<file path="src/pkg/feb_pkg.sv">
// Shared constants and types for the fault event enable bank
// How it works
// - Analog bit 1 enables balance fault events
// - Analog bit 0 enables monitor self-test events
// - Comm bit 4 enables response length events
// - Comm bit 2 enables error counter full events
// - Comm bit 1 enables frame checksum events
// - Comm bit 0 enables framing error events
// - Meas bit 2 enables sync cycle events
// - Meas bit 1 enables secondary calibration events
// - Meas bit 0 enables primary calibration events
// - All enable bits reset to zero
// - Unused bits read zero, ignore writes
package feb_pkg;

    // ****************************************************************
    // Register indices, byte address is four times the index
    // ****************************************************************
    localparam int          IDX_W       = 30;
    localparam logic [29:0] IDX_ANA     = 30'h0000_0432;
    localparam logic [29:0] IDX_COM     = 30'h0000_0433;
    localparam logic [29:0] IDX_MEAS    = 30'h0000_0434;
    localparam logic [29:0] IDX_STATUS  = 30'h0000_0435;
    localparam logic [29:0] IDX_MASK    = 30'h0000_0436;

    // ****************************************************************
    // Field positions, writable masks and reset values
    // ****************************************************************
    localparam int          REG_W       = 16;
    localparam int          EVT_N       = 9;
    localparam int          ANA_MONBIST = 0;
    localparam int          ANA_BAL     = 1;
    localparam int          COM_FRAME   = 0;
    localparam int          COM_CRC     = 1;
    localparam int          COM_ERRCNT  = 2;
    localparam int          COM_RSPLEN  = 4;
    localparam int          MEAS_PRIM   = 0;
    localparam int          MEAS_SEC    = 1;
    localparam int          MEAS_SYNC   = 2;
    localparam logic [15:0] ANA_WMASK   = 16'h0003;
    localparam logic [15:0] COM_WMASK   = 16'h0017;
    localparam logic [15:0] MEAS_WMASK  = 16'h0007;
    localparam logic [15:0] EN_RESET    = 16'h0000;
    localparam logic [8:0]  EVT_RESET   = 9'h000;
    localparam logic [31:0] RD_DEFAULT  = 32'h0000_0000;
    localparam logic [2:0]  SIZE_WORD   = 3'h2;

    // ****************************************************************
    // Types
    // ****************************************************************
    typedef struct packed {
        logic sync_cycle;
        logic secondary_cal;
        logic primary_cal;
        logic response_length;
        logic error_counter_full;
        logic comm_checksum;
        logic framing_error;
        logic balance;
        logic monitor_selftest;
    } feb_fault_t;

    typedef struct packed {
        logic        en;
        logic [29:0] idx;
        logic [15:0] data;
    } feb_regwr_t;

    typedef enum logic [3:0] {
        ST_IDLE  = 4'h1,
        ST_WDATA = 4'h2,
        ST_RWAIT = 4'h4,
        ST_RDONE = 4'h8
    } feb_bus_state_t;

endpackage : feb_pkg

</file>
<file path="src/design/feb_ahb_slave.sv">
// AHB-Lite slave front end for the fault event enable bank
`timescale 1ns/1ns
module feb_ahb_slave
    import feb_pkg::*;
(
    input  wire logic        sys_clk_i,
    input  wire logic        reset_n_i,
    input  wire logic        ce_i,
    input  wire logic        hsel_i,
    input  wire logic [31:0] haddr_i,
    input  wire logic [1:0]  htrans_i,
    input  wire logic        hwrite_i,
    input  wire logic [2:0]  hsize_i,
    input  wire logic [31:0] hwdata_i,
    input  wire logic        hready_i,
    output logic             hreadyout_o,
    output logic             hresp_o,
    output logic      [31:0] hrdata_o,
    output feb_regwr_t       regwr_o,
    output logic      [29:0] rd_idx_o,
    input  wire logic [15:0] rd_data_i
);

    // ****************************************************************
    // Address phase capture
    // ****************************************************************
    feb_bus_state_t state_ff;
    feb_bus_state_t nxt_state;
    logic [29:0]    idx_ff;
    logic           word_ff;
    logic [31:0]    hrdata_ff;

    wire addr_take = hsel_i & htrans_i[1] & hready_i;
    wire is_word   = (hsize_i == SIZE_WORD);

    always_comb begin
        nxt_state = state_ff;
        unique case (state_ff)
            ST_RWAIT: nxt_state = ST_RDONE;
            ST_IDLE, ST_WDATA, ST_RDONE: begin
                if (addr_take) begin
                    nxt_state = hwrite_i ? ST_WDATA : ST_RWAIT;
                end else if (hready_i) begin
                    nxt_state = ST_IDLE;
                end
            end
            default: nxt_state = ST_IDLE;
        endcase
    end

    always_ff @(posedge sys_clk_i or negedge reset_n_i) begin
        if (!reset_n_i) begin
            state_ff <= ST_IDLE;
            idx_ff   <= '0;
            word_ff  <= 1'b0;
        end else if (ce_i) begin
            state_ff <= nxt_state;
            if (addr_take) begin
                idx_ff  <= haddr_i[31:2];
                word_ff <= is_word;
            end
        end
    end

    // ****************************************************************
    // Data phase: writes finish at once, reads take one wait state
    // ****************************************************************
    always_ff @(posedge sys_clk_i or negedge reset_n_i) begin
        if (!reset_n_i) begin
            hrdata_ff <= RD_DEFAULT;
        end else if (ce_i && state_ff == ST_RWAIT) begin
            hrdata_ff <= {16'h0000, rd_data_i};
        end
    end

    assign regwr_o.en   = (state_ff == ST_WDATA) & word_ff & ce_i;
    assign regwr_o.idx  = idx_ff;
    assign regwr_o.data = hwdata_i[15:0];
    assign rd_idx_o     = idx_ff;
    assign hreadyout_o  = (state_ff != ST_RWAIT);
    assign hresp_o      = 1'b0;
    assign hrdata_o     = hrdata_ff;

endmodule : feb_ahb_slave

</file>
<file path="src/design/feb_event_bank.sv">
// Fault event enable registers, event request and interrupt logic
`timescale 1ns/1ns
module feb_event_bank
    import feb_pkg::*;
(
    input  wire logic        sys_clk_i,
    input  wire logic        reset_n_i,
    input  wire logic        ce_i,
    input  wire logic        hsel_i,
    input  wire logic [31:0] haddr_i,
    input  wire logic [1:0]  htrans_i,
    input  wire logic        hwrite_i,
    input  wire logic [2:0]  hsize_i,
    input  wire logic [31:0] hwdata_i,
    input  wire logic        hready_i,
    output logic             hreadyout_o,
    output logic             hresp_o,
    output logic      [31:0] hrdata_o,
    input  feb_fault_t       fault_i,
    output logic             event_req_o,
    output logic      [8:0]  event_src_o,
    output logic             irq_o
);

    // ****************************************************************
    // Helper functions
    // ****************************************************************
    function automatic logic [15:0] keep_writable(
        input logic [15:0] data,
        input logic [15:0] wmask
    );
        keep_writable = data & wmask;
    endfunction : keep_writable

    function automatic logic idx_hit(
        input logic [29:0] idx,
        input logic [29:0] target
    );
        idx_hit = (idx == target);
    endfunction : idx_hit

    // ****************************************************************
    // Bus slave
    // ****************************************************************
    feb_regwr_t  regwr;
    logic [29:0] rd_idx;
    logic [15:0] rd_data;

    feb_ahb_slave u_slave (
        .sys_clk_i   (sys_clk_i),
        .reset_n_i   (reset_n_i),
        .ce_i        (ce_i),
        .hsel_i      (hsel_i),
        .haddr_i     (haddr_i),
        .htrans_i    (htrans_i),
        .hwrite_i    (hwrite_i),
        .hsize_i     (hsize_i),
        .hwdata_i    (hwdata_i),
        .hready_i    (hready_i),
        .hreadyout_o (hreadyout_o),
        .hresp_o     (hresp_o),
        .hrdata_o    (hrdata_o),
        .regwr_o     (regwr),
        .rd_idx_o    (rd_idx),
        .rd_data_i   (rd_data)
    );

    // ****************************************************************
    // Write decode
    // ****************************************************************
    wire wr_ana    = regwr.en & idx_hit(regwr.idx, IDX_ANA);
    wire wr_com    = regwr.en & idx_hit(regwr.idx, IDX_COM);
    wire wr_meas   = regwr.en & idx_hit(regwr.idx, IDX_MEAS);
    wire wr_status = regwr.en & idx_hit(regwr.idx, IDX_STATUS);
    wire wr_mask   = regwr.en & idx_hit(regwr.idx, IDX_MASK);

    // ****************************************************************
    // Enable registers
    // ****************************************************************
    logic [15:0] ana_en_ff;
    logic [15:0] com_en_ff;
    logic [15:0] meas_en_ff;
    logic [15:0] nxt_ana_en;
    logic [15:0] nxt_com_en;
    logic [15:0] nxt_meas_en;

    // Reserved bits are stripped before storage
    assign nxt_ana_en  = keep_writable(regwr.data, ANA_WMASK);
    assign nxt_com_en  = keep_writable(regwr.data, COM_WMASK);
    assign nxt_meas_en = keep_writable(regwr.data, MEAS_WMASK);

    always_ff @(posedge sys_clk_i or negedge reset_n_i) begin
        if (!reset_n_i) begin
            ana_en_ff  <= EN_RESET;
            com_en_ff  <= EN_RESET;
            meas_en_ff <= EN_RESET;
        end else if (ce_i) begin
            if (wr_ana) begin
                ana_en_ff <= nxt_ana_en;
            end
            if (wr_com) begin
                com_en_ff <= nxt_com_en;
            end
            if (wr_meas) begin
                meas_en_ff <= nxt_meas_en;
            end
        end
    end

    // ****************************************************************
    // Enable vector, one bit per fault source
    // ****************************************************************
    feb_fault_t enable;

    assign enable.monitor_selftest   = ana_en_ff[ANA_MONBIST];
    assign enable.balance            = ana_en_ff[ANA_BAL];
    assign enable.framing_error      = com_en_ff[COM_FRAME];
    assign enable.comm_checksum      = com_en_ff[COM_CRC];
    assign enable.error_counter_full = com_en_ff[COM_ERRCNT];
    assign enable.response_length    = com_en_ff[COM_RSPLEN];
    assign enable.primary_cal        = meas_en_ff[MEAS_PRIM];
    assign enable.secondary_cal      = meas_en_ff[MEAS_SEC];
    assign enable.sync_cycle         = meas_en_ff[MEAS_SYNC];

    // ****************************************************************
    // Gated faults and event request
    // ****************************************************************
    logic [8:0] gated;
    logic       event_req_ff;
    logic [8:0] event_src_ff;

    // A disabled fault is masked out before the OR
    assign gated = fault_i & enable;

    always_ff @(posedge sys_clk_i or negedge reset_n_i) begin
        if (!reset_n_i) begin
            event_req_ff <= 1'b0;
            event_src_ff <= EVT_RESET;
        end else if (ce_i) begin
            event_req_ff <= |gated;
            event_src_ff <= gated;
        end
    end

    assign event_req_o = event_req_ff;
    assign event_src_o = event_src_ff;

    // ****************************************************************
    // Sticky status, mask and interrupt
    // ****************************************************************
    logic [8:0] status_ff;
    logic [8:0] mask_ff;
    logic [8:0] w1c;
    logic [8:0] nxt_status;

    assign w1c        = wr_status ? regwr.data[8:0] : EVT_RESET;
    // A new event in the clearing cycle keeps its bit set
    assign nxt_status = (status_ff & ~w1c) | gated;

    always_ff @(posedge sys_clk_i or negedge reset_n_i) begin
        if (!reset_n_i) begin
            status_ff <= EVT_RESET;
            mask_ff   <= EVT_RESET;
        end else if (ce_i) begin
            status_ff <= nxt_status;
            if (wr_mask) begin
                mask_ff <= regwr.data[8:0];
            end
        end
    end

    assign irq_o = |(status_ff & mask_ff);

    // ****************************************************************
    // Read mux, unmapped and reserved bits read zero
    // ****************************************************************
    wire rd_ana    = idx_hit(rd_idx, IDX_ANA);
    wire rd_com    = idx_hit(rd_idx, IDX_COM);
    wire rd_meas   = idx_hit(rd_idx, IDX_MEAS);
    wire rd_status = idx_hit(rd_idx, IDX_STATUS);
    wire rd_mask   = idx_hit(rd_idx, IDX_MASK);

    assign rd_data = rd_ana    ? ana_en_ff            :
                     rd_com    ? com_en_ff            :
                     rd_meas   ? meas_en_ff           :
                     rd_status ? {7'h00, status_ff}   :
                     rd_mask   ? {7'h00, mask_ff}     :
                                 EN_RESET;

endmodule : feb_event_bank

</file>
<file path="config.mk">
export PLATFORM = sky130hd
export DESIGN_NAME = feb_event_bank
export DESIGN_NICKNAME = d
export VERILOG_FILES = /design/src/pkg/feb_pkg.sv /design/src/design/feb_ahb_slave.sv /design/src/design/feb_event_bank.sv
export SDC_FILE = /design/constraint.sdc
export NUM_CORES = 1
export LEC_CHECK = 0
export ABC_AREA = 0
export BUFFER_PORTS_ARGS = -buffer_cell sky130_fd_sc_hd__buf_4
export CORE_MARGIN = 5
export CORE_UTILIZATION = 54
export CTS_CLUSTER_DIAMETER = 200
export DETAILED_ROUTE_END_ITERATION = 10
export PLACE_DENSITY = 0.92
export SLEW_MARGIN = 15
export SYNTH_ARGS = -nofsm -noshare
export SYNTH_HDL_FRONTEND = slang
export SYNTH_SLANG_ARGS = --single-unit
</file>
<file path="constraint.sdc">
create_clock -name sys_clk_i -period 3.7 [get_ports sys_clk_i]
set_input_delay 0.185 -clock sys_clk_i [delete_from_list [all_inputs] [get_ports sys_clk_i]]
set_output_delay 0.185 -clock sys_clk_i [all_outputs]
set_load 0.01 [all_outputs]
</file>
==> results of run 1 <==
sequential cells by signal, indices dropped and copies added (netlist names):
register,cells
meas_en_ff,3
u_slave.word_ff,1
u_slave.state_ff,4
mask_ff,9
ana_en_ff,2
u_slave.hrdata_o,9
status_ff,9
com_en_ff,4
event_req_o,1
u_slave.rd_idx_o,30
event_src_o,9
how the worst min path moves through the flow:
stage | startpoint | end | slack [ps] | depth (start not counted)
3_3_place_gp | reset_n_i | u_slave.rd_idx_o[12] | 400 | 1
5_1_grt | haddr_i[25] | u_slave.rd_idx_o[23] | 50 | 2
6_report | reset_n_i | u_slave.rd_idx_o[13] | -10 | 1
4_1_cts | reset_n_i | u_slave.rd_idx_o[13] | 30 | 1
2_1_floorplan | reset_n_i | ana_en_ff[0] | -110 | 0
3_5_place_dp | reset_n_i | u_slave.rd_idx_o[13] | 410 | 1
power by group:
group          internal [mW]  switching, mW  total, mW
Sequential             0.966         0.0813       1.05
Clock                  0.445          0.311      0.756
Combinational          0.150          0.136      0.285
per-layer routing:
| metal | vias to the layer above | GRT usage, % | share of wire (%) |
|---|---|---|---|
| met4 | 0 | 7.33 | 2.0 |
| met1 | 1451 | 25.6 | 40 |
| met2 | 131 | 34.9 | 51 |
| met5 | - | 0 | 0 |
| met3 | 21 | 4.78 | 7.0 |
| li1 | 1337 | - | - |
layout make-up:
class / instances / area, µm²
flip-flops and latches: 81 / 2030
multi-input cells: 223 / 1620
well taps: 99 / 124
clock inverters: 5 / 105
clock buffers: 10 / 128
inverters: 22 / 82.6
repair buffers: 79 / 593
fillers: 552 / 2460
cells in the mapped netlist (4+ instances only):
cell type / instances / area share [%]
a22o_1: 8 / 1.8
clkbuf_1: 14 / 1.4
o21ai_0: 26 / 3.3
nand2_1: 23 / 2.2
nor4_1: 14 / 2.3
a22oi_1: 10 / 1.9
buf_4: 25 / 4.8
mux2_2: 49 / 14
dfrtp_1: 80 / 51
inv_1: 22 / 2.1
nand3_1: 11 / 1.4
nor2_1: 9 / 0.87
mux2i_1: 4 / 1.0
nor4_2: 5 / 1.6
worst max-delay path, stage by stage (launching register included):
cell and delay [ps]:
dfrtp_1 400, nor4_1 320, nand2_1 470, nor4_4 780
mux2_2 410
cells by family (layout without fill, tap and decap cells):
group,after synthesis,count (layout)
compound gates,59,59
flops,81,81
other cells,1,24
mux,53,53
simple gates,86,86
buf+inv,62,116
xor+xnor,1,1
==> run metrics, run 1 <==
IO Port Bufs 78; Synth warnings 0; All-Layer GR Usage 20.5%; worst setup path class reg -> reg; synthesized cell area 0.00389 mm²; Pins Over Slew Limit 0; hpwl dp 6.44 mm; Clk Tree Root Cell clkbuf_8; Synth cell types 43; Resize count post-CTS 0; EDFF count, synth 0; Post-Synth Simple-Gate Area 13.7%; Placed Cells 504; share of post-route cells with drive strength above 1 36.4%; fin cells 519; sequential area share after synthesis 52.2%; Mapped Cells 343; worst setup path startpoint u_slave.rd_idx_o[26]; Vias/cell 5.66; Pre-antenna DRT Iters 6; postcts setup bufs 0; width of the die 94.9 µm; Clock Path Buffers 2; peak supply drop 0.000315 V; final layout net count 500; Period minus WS final 2500 ps; failing checks negative hold slack; core area 0.00714 mm²; area of the die 0.00900 mm²; GPL Wtd Cong 0.972; #FFs+latches synth 81; post-synthesis mux area share 15.2%; Setup crit start kind flop; Worst Max-Slew Pin Slew 1000 ps; Worst Slack Setup Final 1200 ps; final setup fails 0; Place WS 1250 ps; total clock sinks 81; fmax 400 MHz; design area 0.00468 mm²; Async SR Flop Fraction 100%; clk_lat worst skew 360 ps; Avg WL per Cell 16.9 µm; final core occ 65.6%; Hold Vio Cnt, Final 4; Worst EP required 3930 ps; Routed Antenna Nets 0; area fraction in compound gates after synthesis 10.1%; cts-stage hold buffer count 0; via count 2,940; number of global-route vias before repair 2,900; initial antenna violation count 0; slew margin rel. 33.3%; CTS tree yes; cts bufs inserted 9; final wirelength 8.78 mm; Layout area overhead 20.3%; Worst EP arrival 2730 ps; critical path endpoint category flop; PwrDens 446 mW/mm²; ant diodes 0; Setup Skew 18.1 ps; end of the worst register-to-register path mask_ff[7]; ys flop type dfrtp_1; commonest non-fill, non-tap cells in the layout 80 x dfrtp_1, 79 x buf_4, 49 x mux2_2; initial DRC count 233; Die H 94.9 µm; Total Power 2.09 mW; adder-cell area share of the yosys netlist 0%; CP Capture Point mask_ff[7]; total global routing overflow 0; reg2reg setup slack 1200 ps; first-pass GRT wire length 14.1 mm; Worst Path Max Fanout 16; Top-Level Pins 129; H-tree depth 3; status finished with violations; worst reg-to-reg path cell count 4; most common cell after layout, fill and taps aside dfrtp_1; leak pwr 2.20 nW; worst hold margin -10.4 ps; MaxCap Viol Count 0; Cell Area, Placed 0.00445 mm²; DRC Markers 0; XOR/XNOR Fraction of Synth Area 0.225%; crit share post-route 67.5%; row cnt 31; combinational family with the most area after synthesis multiplexers; Min-Delay Path Class in -> async; R2R Path Start u_slave.rd_idx_o[26]; largest net degree at the start of global routing 82; clk slew on worst S/H paths 80 ps; Setup TNS 0 ps; Syn Area/Cell 11.3 µm²; unrepaired setup endpoints after global routing false; Starting Density 54.5%
(Power assumes the default switching activity.)
==> inputs of run 2 (changes only) <==
--- a/config.mk
+++ b/config.mk
@@ -8,10 +8,10 @@
 export ABC_AREA = 0
 export BUFFER_PORTS_ARGS = -buffer_cell sky130_fd_sc_hd__buf_4
 export CORE_MARGIN = 5
-export CORE_UTILIZATION = 54
+export CORE_UTILIZATION = 46
 export CTS_CLUSTER_DIAMETER = 200
 export DETAILED_ROUTE_END_ITERATION = 10
-export PLACE_DENSITY = 0.92
+export PLACE_DENSITY = 0.84
 export SLEW_MARGIN = 15
 export SYNTH_ARGS = -nofsm -noshare
 export SYNTH_HDL_FRONTEND = slang
==> constraint.sdc (replaced) <==
create_clock -name sys_clk_i -period 2.1 [get_ports sys_clk_i]
set_input_delay 0.105 -clock sys_clk_i [delete_from_list [all_inputs] [get_ports sys_clk_i]]
set_output_delay 0.105 -clock sys_clk_i [all_outputs]
set_load 0.01 [all_outputs]
==> run 2 against run 1 <==
The flow now finishes without violations. Die area is 15% higher. Flip-flop and latch count stayed put. Largest cell class unchanged. Combinational power is 130% higher. Maximum frequency is 24% higher. Clock power is 43% higher. Clock-buffer cell count is 1 lower. Power is 70% higher. Wire length is 11% higher. Clock skew is 6.6 ps lower. Critical endpoint is now mask_ff[0].
==> run metrics, run 2 (synthesis results as in run 1) <==
cts bufs inserted 9 (unchanged); initial DRC count 188 (-19%); GPL Wtd Cong 0.851 (-12%); largest net degree at the start of global routing 34 (-59%); area of the die 0.0104 mm² (+15%); Vias/cell 5.35 (-5.5%); final wirelength 9.78 mm (+11%); reg2reg setup slack 80 ps (-1120 ps); met3 usage 5.19% (+0.41 points); core area 0.00822 mm² (+15%); first-pass GRT wire length 15.8 mm (+12%); most common cell after layout, fill and taps aside buf_4; Period minus WS final 2020 ps (-482 ps); PwrDens 687 mW/mm² (+54%); slew margin rel. 61.0% (+28 points); Layout area overhead 32.8%; met2 Use GR 35.1% (+0.18 points); MaxCap Viol Count 0 (unchanged); CP delay by family, top simple AND/OR/NAND/NOR gates; crit path max-delay cell type dfrtp_1; Place WS 95.4 ps (-1160 ps); Avg WL per Cell 16.9 µm (-0.15%); met1 Track Usage GR 23.3% (-2.3 points); Worst Slack Setup Final 82.5 ps (-1120 ps); IO Port Bufs 78 (unchanged); Hold Vio Cnt, Final 0 (-4); H-tree depth 3 (unchanged); Routed Antenna Nets 0 (unchanged); DRC Markers 0 (unchanged); critical path endpoint category flop; Slowest Stage Delay on Critical Path 410 ps (-370 ps); via count 3,098 (+5.4%); fmax 496 MHz (+24%); Fill cells 624 (+13%); Starting Density 47.3% (-7.2 points); Setup TNS 0 ps (unchanged); final layout net count 553 (+11%); peak supply drop 0.000458 V (+46%); total global routing overflow 0 (unchanged); commonest non-fill, non-tap cells in the layout 95 x buf_4, 80 x dfrtp_1, 49 x mux2_2; clk slew on worst S/H paths 90 ps (about the same); Top-Level Pins 129 (unchanged); share of post-route cells with drive strength above 1 36.9% (+0.49 points); global route hottest layer met2; Min-Delay Path Class in -> reg; max reg flops 30 (unchanged); initial antenna violation count 0 (unchanged); Worst EP arrival 2260 ps (-470 ps); unrepaired setup endpoints after global routing false; Pins Over Slew Limit 0 (unchanged); All-Layer GR Usage 19.7% (-0.85 points); fin cells 579 (+12%); final setup fails 0 (unchanged); ant diodes 0 (unchanged); number of global-route vias before repair 3,269 (+13%); crit share post-route 96.1% (+29 points); clk_lat worst skew 360 ps (about the same); hpwl dp 6.82 mm (+5.9%); Clock Path Buffers 2 (unchanged); Placed Cells 526 (+4.4%); leak pwr 2.43 nW (+10%); Die H 102 µm (+7.5%); worst setup path class reg -> reg; Worst EP required 2340 ps (-1590 ps); Worst Max-Slew Pin Slew 576 ps (-425 ps); CTS tree yes; worst path bufs/invs 1 (+1); Worst Path Max Fanout 9 (-7); Setup Skew 11.6 ps (-6.56 ps); worst path cell trace nor4_1 > nand4_2 > nor4_4 > buf_4 > mux2_2; Total Power 3.55 mW (+70%); status finished, final reports clean; row cnt 33 (+6.5%); width of the die 102 µm (+7.5%); total clock sinks 81 (unchanged); Pre-antenna DRT Iters 5 (-1); Clk Tree Root Cell clkbuf_8; Setup crit start kind flop
-- run 2: cell types whose count changed in the layout (fill, tap and decap cells not counted), sizes merged --
cell         previous run  this run
clkinvlp                2         1
inv                    22        26
dlygate4sd3             0        36
clkinv                  0         2
clkbuf                 10         9
buf                    79        96
bufinv                  3         0
-- run 2: per-layer routing --
layer	part of all wire [%]	vias to the layer above
met2	53	115
li1	-	1443
met1	38	1522
met4	1.8	0
met5	0	-
met3	6.7	18
-- run 2: cell type report --
class / count / area, µm² / area share (%)
repair buffers: 132 / 1090 / 21.2
multi-input cells: 223 / 1640 / 31.8
inverters: 22 / 82.6 / 1.60
clock inverters: 7 / 61.3 / 1.19
well taps: 105 / 131 / 2.54
flip-flops and latches: 81 / 2030 / 39.3
clock buffers: 9 / 124 / 2.40
-- run 2: worst paths after layout --
check                                         start              endpoint  cells past startpoint
worst min-delay path                    hwdata_i[7]            mask_ff[7]                      2
max in group asynchronous                 reset_n_i   u_slave.hrdata_o[7]                      3
worst max-delay path            u_slave.rd_idx_o[8]            mask_ff[0]                      5
min in group asynchronous                 reset_n_i  u_slave.rd_idx_o[12]                      2
worst max register to register  u_slave.rd_idx_o[8]            mask_ff[0]                      5
worst min register to register  u_slave.hrdata_o[4]   u_slave.hrdata_o[4]                      2
-- run 2: worst register-to-register path, cell delays in order, from the launching register on --
cell and delay (ps):
dfrtp_1 410, nor4_1 370, nand4_2 250, nor4_4 270, buf_4 240, mux2_2 360
-- run 2: metrics by stage --
stage	util (%)	area, µm²	hold slack, ps
floorplan	-	3980	-191
global placement	55.8	4590	43.2
detailed placement	55.8	4590	52.0
CTS	62.5	5130	1.96
global route	62.8	5160	0.847
finish	62.8	5160	20.1
-- run 2: what timing repair did --
item | CTS | global route
gates resized for setup | 0 | 4
setup buffers | 0 | 1
endpoints found under the setup margin | 0 | 9
hold endpoints to repair | 73 | 0
hold buffers | 36 | 0
-- run 2: where the power goes --
part / leakage (nW) / total [mW] / switching (mW) / internal, mW
combinational: 1.31 / 0.651 / 0.303 / 0.348
sequential: 1.02 / 1.82 / 0.116 / 1.70
clock: 0.0940 / 1.08 / 0.624 / 0.454
==> inputs of run 3 (changes only) <==
--- a/config.mk
+++ b/config.mk
@@ -12,6 +12,7 @@
 export CTS_CLUSTER_DIAMETER = 200
 export DETAILED_ROUTE_END_ITERATION = 10
 export PLACE_DENSITY = 0.84
+export SETUP_SLACK_MARGIN = 0.2
 export SLEW_MARGIN = 15
 export SYNTH_ARGS = -nofsm -noshare
 export SYNTH_HDL_FRONTEND = slang
==> run 3 against run 2 <==
Hold slack lost 2.8 ps. First-iteration DRC count shrank 8.0%. Setup slack improved by 55 ps. Sequential power up 2%. Core utilization up 2.7 points. Register-to-register slack better by 50 ps. Wire length rose by 6.9%. Flip-flop and latch count did not move. Combinational power rose by 8.8%. Power increased by 3.2%. Sequential share of layout area down 1.6 points. Clock power about the same. Largest cell class unchanged. Largest power group unchanged.
==> run metrics, run 3 (synthesis results as in run 1) <==
worst reg-to-reg path cell count 6 (+1); clk_lat worst skew 360 ps (about the same); Die H 102 µm (unchanged); Routed Antenna Nets 0 (unchanged); row cnt 33 (unchanged); final core occ 65.6% (+2.7 points); commonest non-fill, non-tap cells in the layout 100 x buf_4, 80 x dfrtp_1, 38 x mux2_2, 38 x dlygate4sd3_1; ant diodes 0 (unchanged); leak pwr 2.53 nW (+4.2%); GPL Wtd Cong 0.851 (unchanged); final layout net count 562 (+1.6%); largest net degree at the start of global routing 34 (unchanged); sequential cell area 0.00203 mm² (unchanged); total clock sinks 81 (unchanged); CP Capture Point com_en_ff[1]; end of the worst register-to-register path com_en_ff[1]; CTS tree yes; initial DRC count 173 (-8.0%); share of post-route cells with drive strength above 1 39.1% (+2.2 points); Worst EP arrival 2210 ps (-50 ps); total global routing overflow 0 (unchanged); Setup Skew 14.4 ps (+2.87 ps); All-Layer GR Usage 20.4% (+0.69 points); worst setup path class reg -> reg; Starting Density 47.3% (unchanged); fmax 509 MHz (+2.8%); PwrDens 679 mW/mm² (-1.1%); Worst EP required 2340 ps (about the same); hpwl dp 6.82 mm (unchanged); core area 0.00822 mm² (unchanged); crit share post-route 93.5% (-2.6 points); peak supply drop 0.000425 V (-7.2%); multi-input logic area 0.00179 mm² (+8.8%); MaxCap Viol Count 0 (unchanged); most common cell after layout, fill and taps aside buf_4; Vias/cell 5.40 (+0.98%); H-tree depth 3 (unchanged); cts bufs inserted 9 (unchanged); Total Power 3.66 mW (+3.2%); Setup TNS 0 ps (unchanged); unrepaired setup endpoints after global routing true; Fill cells 568 (-9.0%); final setup fails 0 (unchanged); Min-Delay Path Class in -> reg; Clock Path Buffers 2 (unchanged); Avg WL per Cell 17.8 µm (+5.2%); Place WS 95.4 ps (unchanged); clk slew on worst S/H paths 100 ps (about the same); Setup crit start kind flop; Layout area overhead 38.5%; DRC Markers 0 (unchanged); Worst Slack Setup Final 137 ps (+54.8 ps); final wirelength 10.4 mm (+6.9%); Worst Path Max Fanout 4 (-5); number of global-route vias before repair 3,298 (+0.89%); first-pass GRT wire length 16.3 mm (+3.0%); worst setup path startpoint u_slave.rd_idx_o[26]; R2R Path Start u_slave.rd_idx_o[26]; Pins Over Slew Limit 0 (unchanged); critical path endpoint category flop; max reg flops 30 (unchanged); area of the die 0.0104 mm² (unchanged); Period minus WS final 1960 ps (-54.8 ps); reg2reg setup slack 140 ps (+50 ps); via count 3,177 (+2.6%); status finished, final reports clean; Hold Vio Cnt, Final 0 (unchanged); worst hold margin 17.3 ps (-2.76 ps); IO Port Bufs 78 (unchanged); Clk Tree Root Cell clkbuf_8; Pre-antenna DRT Iters 5 (unchanged); initial antenna violation count 0 (unchanged); Top-Level Pins 129 (unchanged); width of the die 102 µm (unchanged)
==> run 3: changes by cell type in the layout (fill, tap and decap cells not counted), moves of 2 or more <==
cell	delta
buf_4	+5
buf_6	+2
dlygate4sd3_1	+2
mux2_2	-11
mux2_4	+11
nor4_1	-4
nor4_4	+4
o21ai_0	-2
o21ai_1	+2
o31ai_1	-2
o31ai_2	+2
==> run 3: area by class of cell <==
class                   count  area share, %
flip-flops and latches     81           37.6
multi-input cells         223           33.2
clock buffers               9           2.30
clock inverters             7           1.14
inverters                  22           1.53
well taps                 105           2.44
repair buffers            141           21.8
==> run 3: what timing repair did <==
| action | in CTS | in global routing |
|---|---|---|
| pin swaps | 3 | 7 |
| setup buffers | 2 | 5 |
| hold buffers | 36 | 2 |
| resized for setup | 11 | 23 |
| endpoints found under the hold margin | 73 | 2 |
| endpoints found under the setup margin | 16 | 29 |
| gates cloned | 0 | 1 |
==> run 3: routing by layer <==
| layer | up-vias | GRT usage, % | part of all wire [%] |
|---|---|---|---|
| met4 | 0 | 6.26 | 1.7 |
| li1 | 1458 | - | - |
| met1 | 1573 | 24.0 | 38 |
| met2 | 129 | 36.7 | 53 |
| met5 | - | 0 | 0 |
| met3 | 17 | 5.19 | 7.1 |
==> run 3: power by group <==
group | internal [mW] | switching [mW]
combinational | 0.383 | 0.326
clock | 0.454 | 0.641
sequential | 1.70 | 0.155
==> run 3: critical path, cell delays in order, from the launching register on <==
cell and delay (ps):
dfrtp_1 440, nor4_4 310, nand2_2 130, buf_4 160, nor4_2 270, buf_4 200, mux2_2 340
==> run 3: metrics by stage <==
stage	cells	area, µm²
2_1_floorplan	366	3980
3_3_place_gp	526	4590
3_5_place_dp	526	4590
4_1_cts	580	5230
5_1_grt	588	5390
6_report	588	5390
==> run 3: how the worst min path moves through the flow <==
| stage | from | to | slack [ps] | cells after the start |
|---|---|---|---|---|
| 6_report | hwdata_i[0] | meas_en_ff[0] | 20 | 2 |
| 3_5_place_dp | reset_n_i | u_slave.rd_idx_o[12] | 50 | 1 |
| 2_1_floorplan | reset_n_i | ana_en_ff[0] | -190 | 0 |
| 4_1_cts | hwdata_i[0] | meas_en_ff[0] | 2 | 2 |
| 5_1_grt | hwdata_i[1] | ana_en_ff[1] | 8 | 2 |
| 3_3_place_gp | reset_n_i | u_slave.rd_idx_o[12] | 40 | 1 |
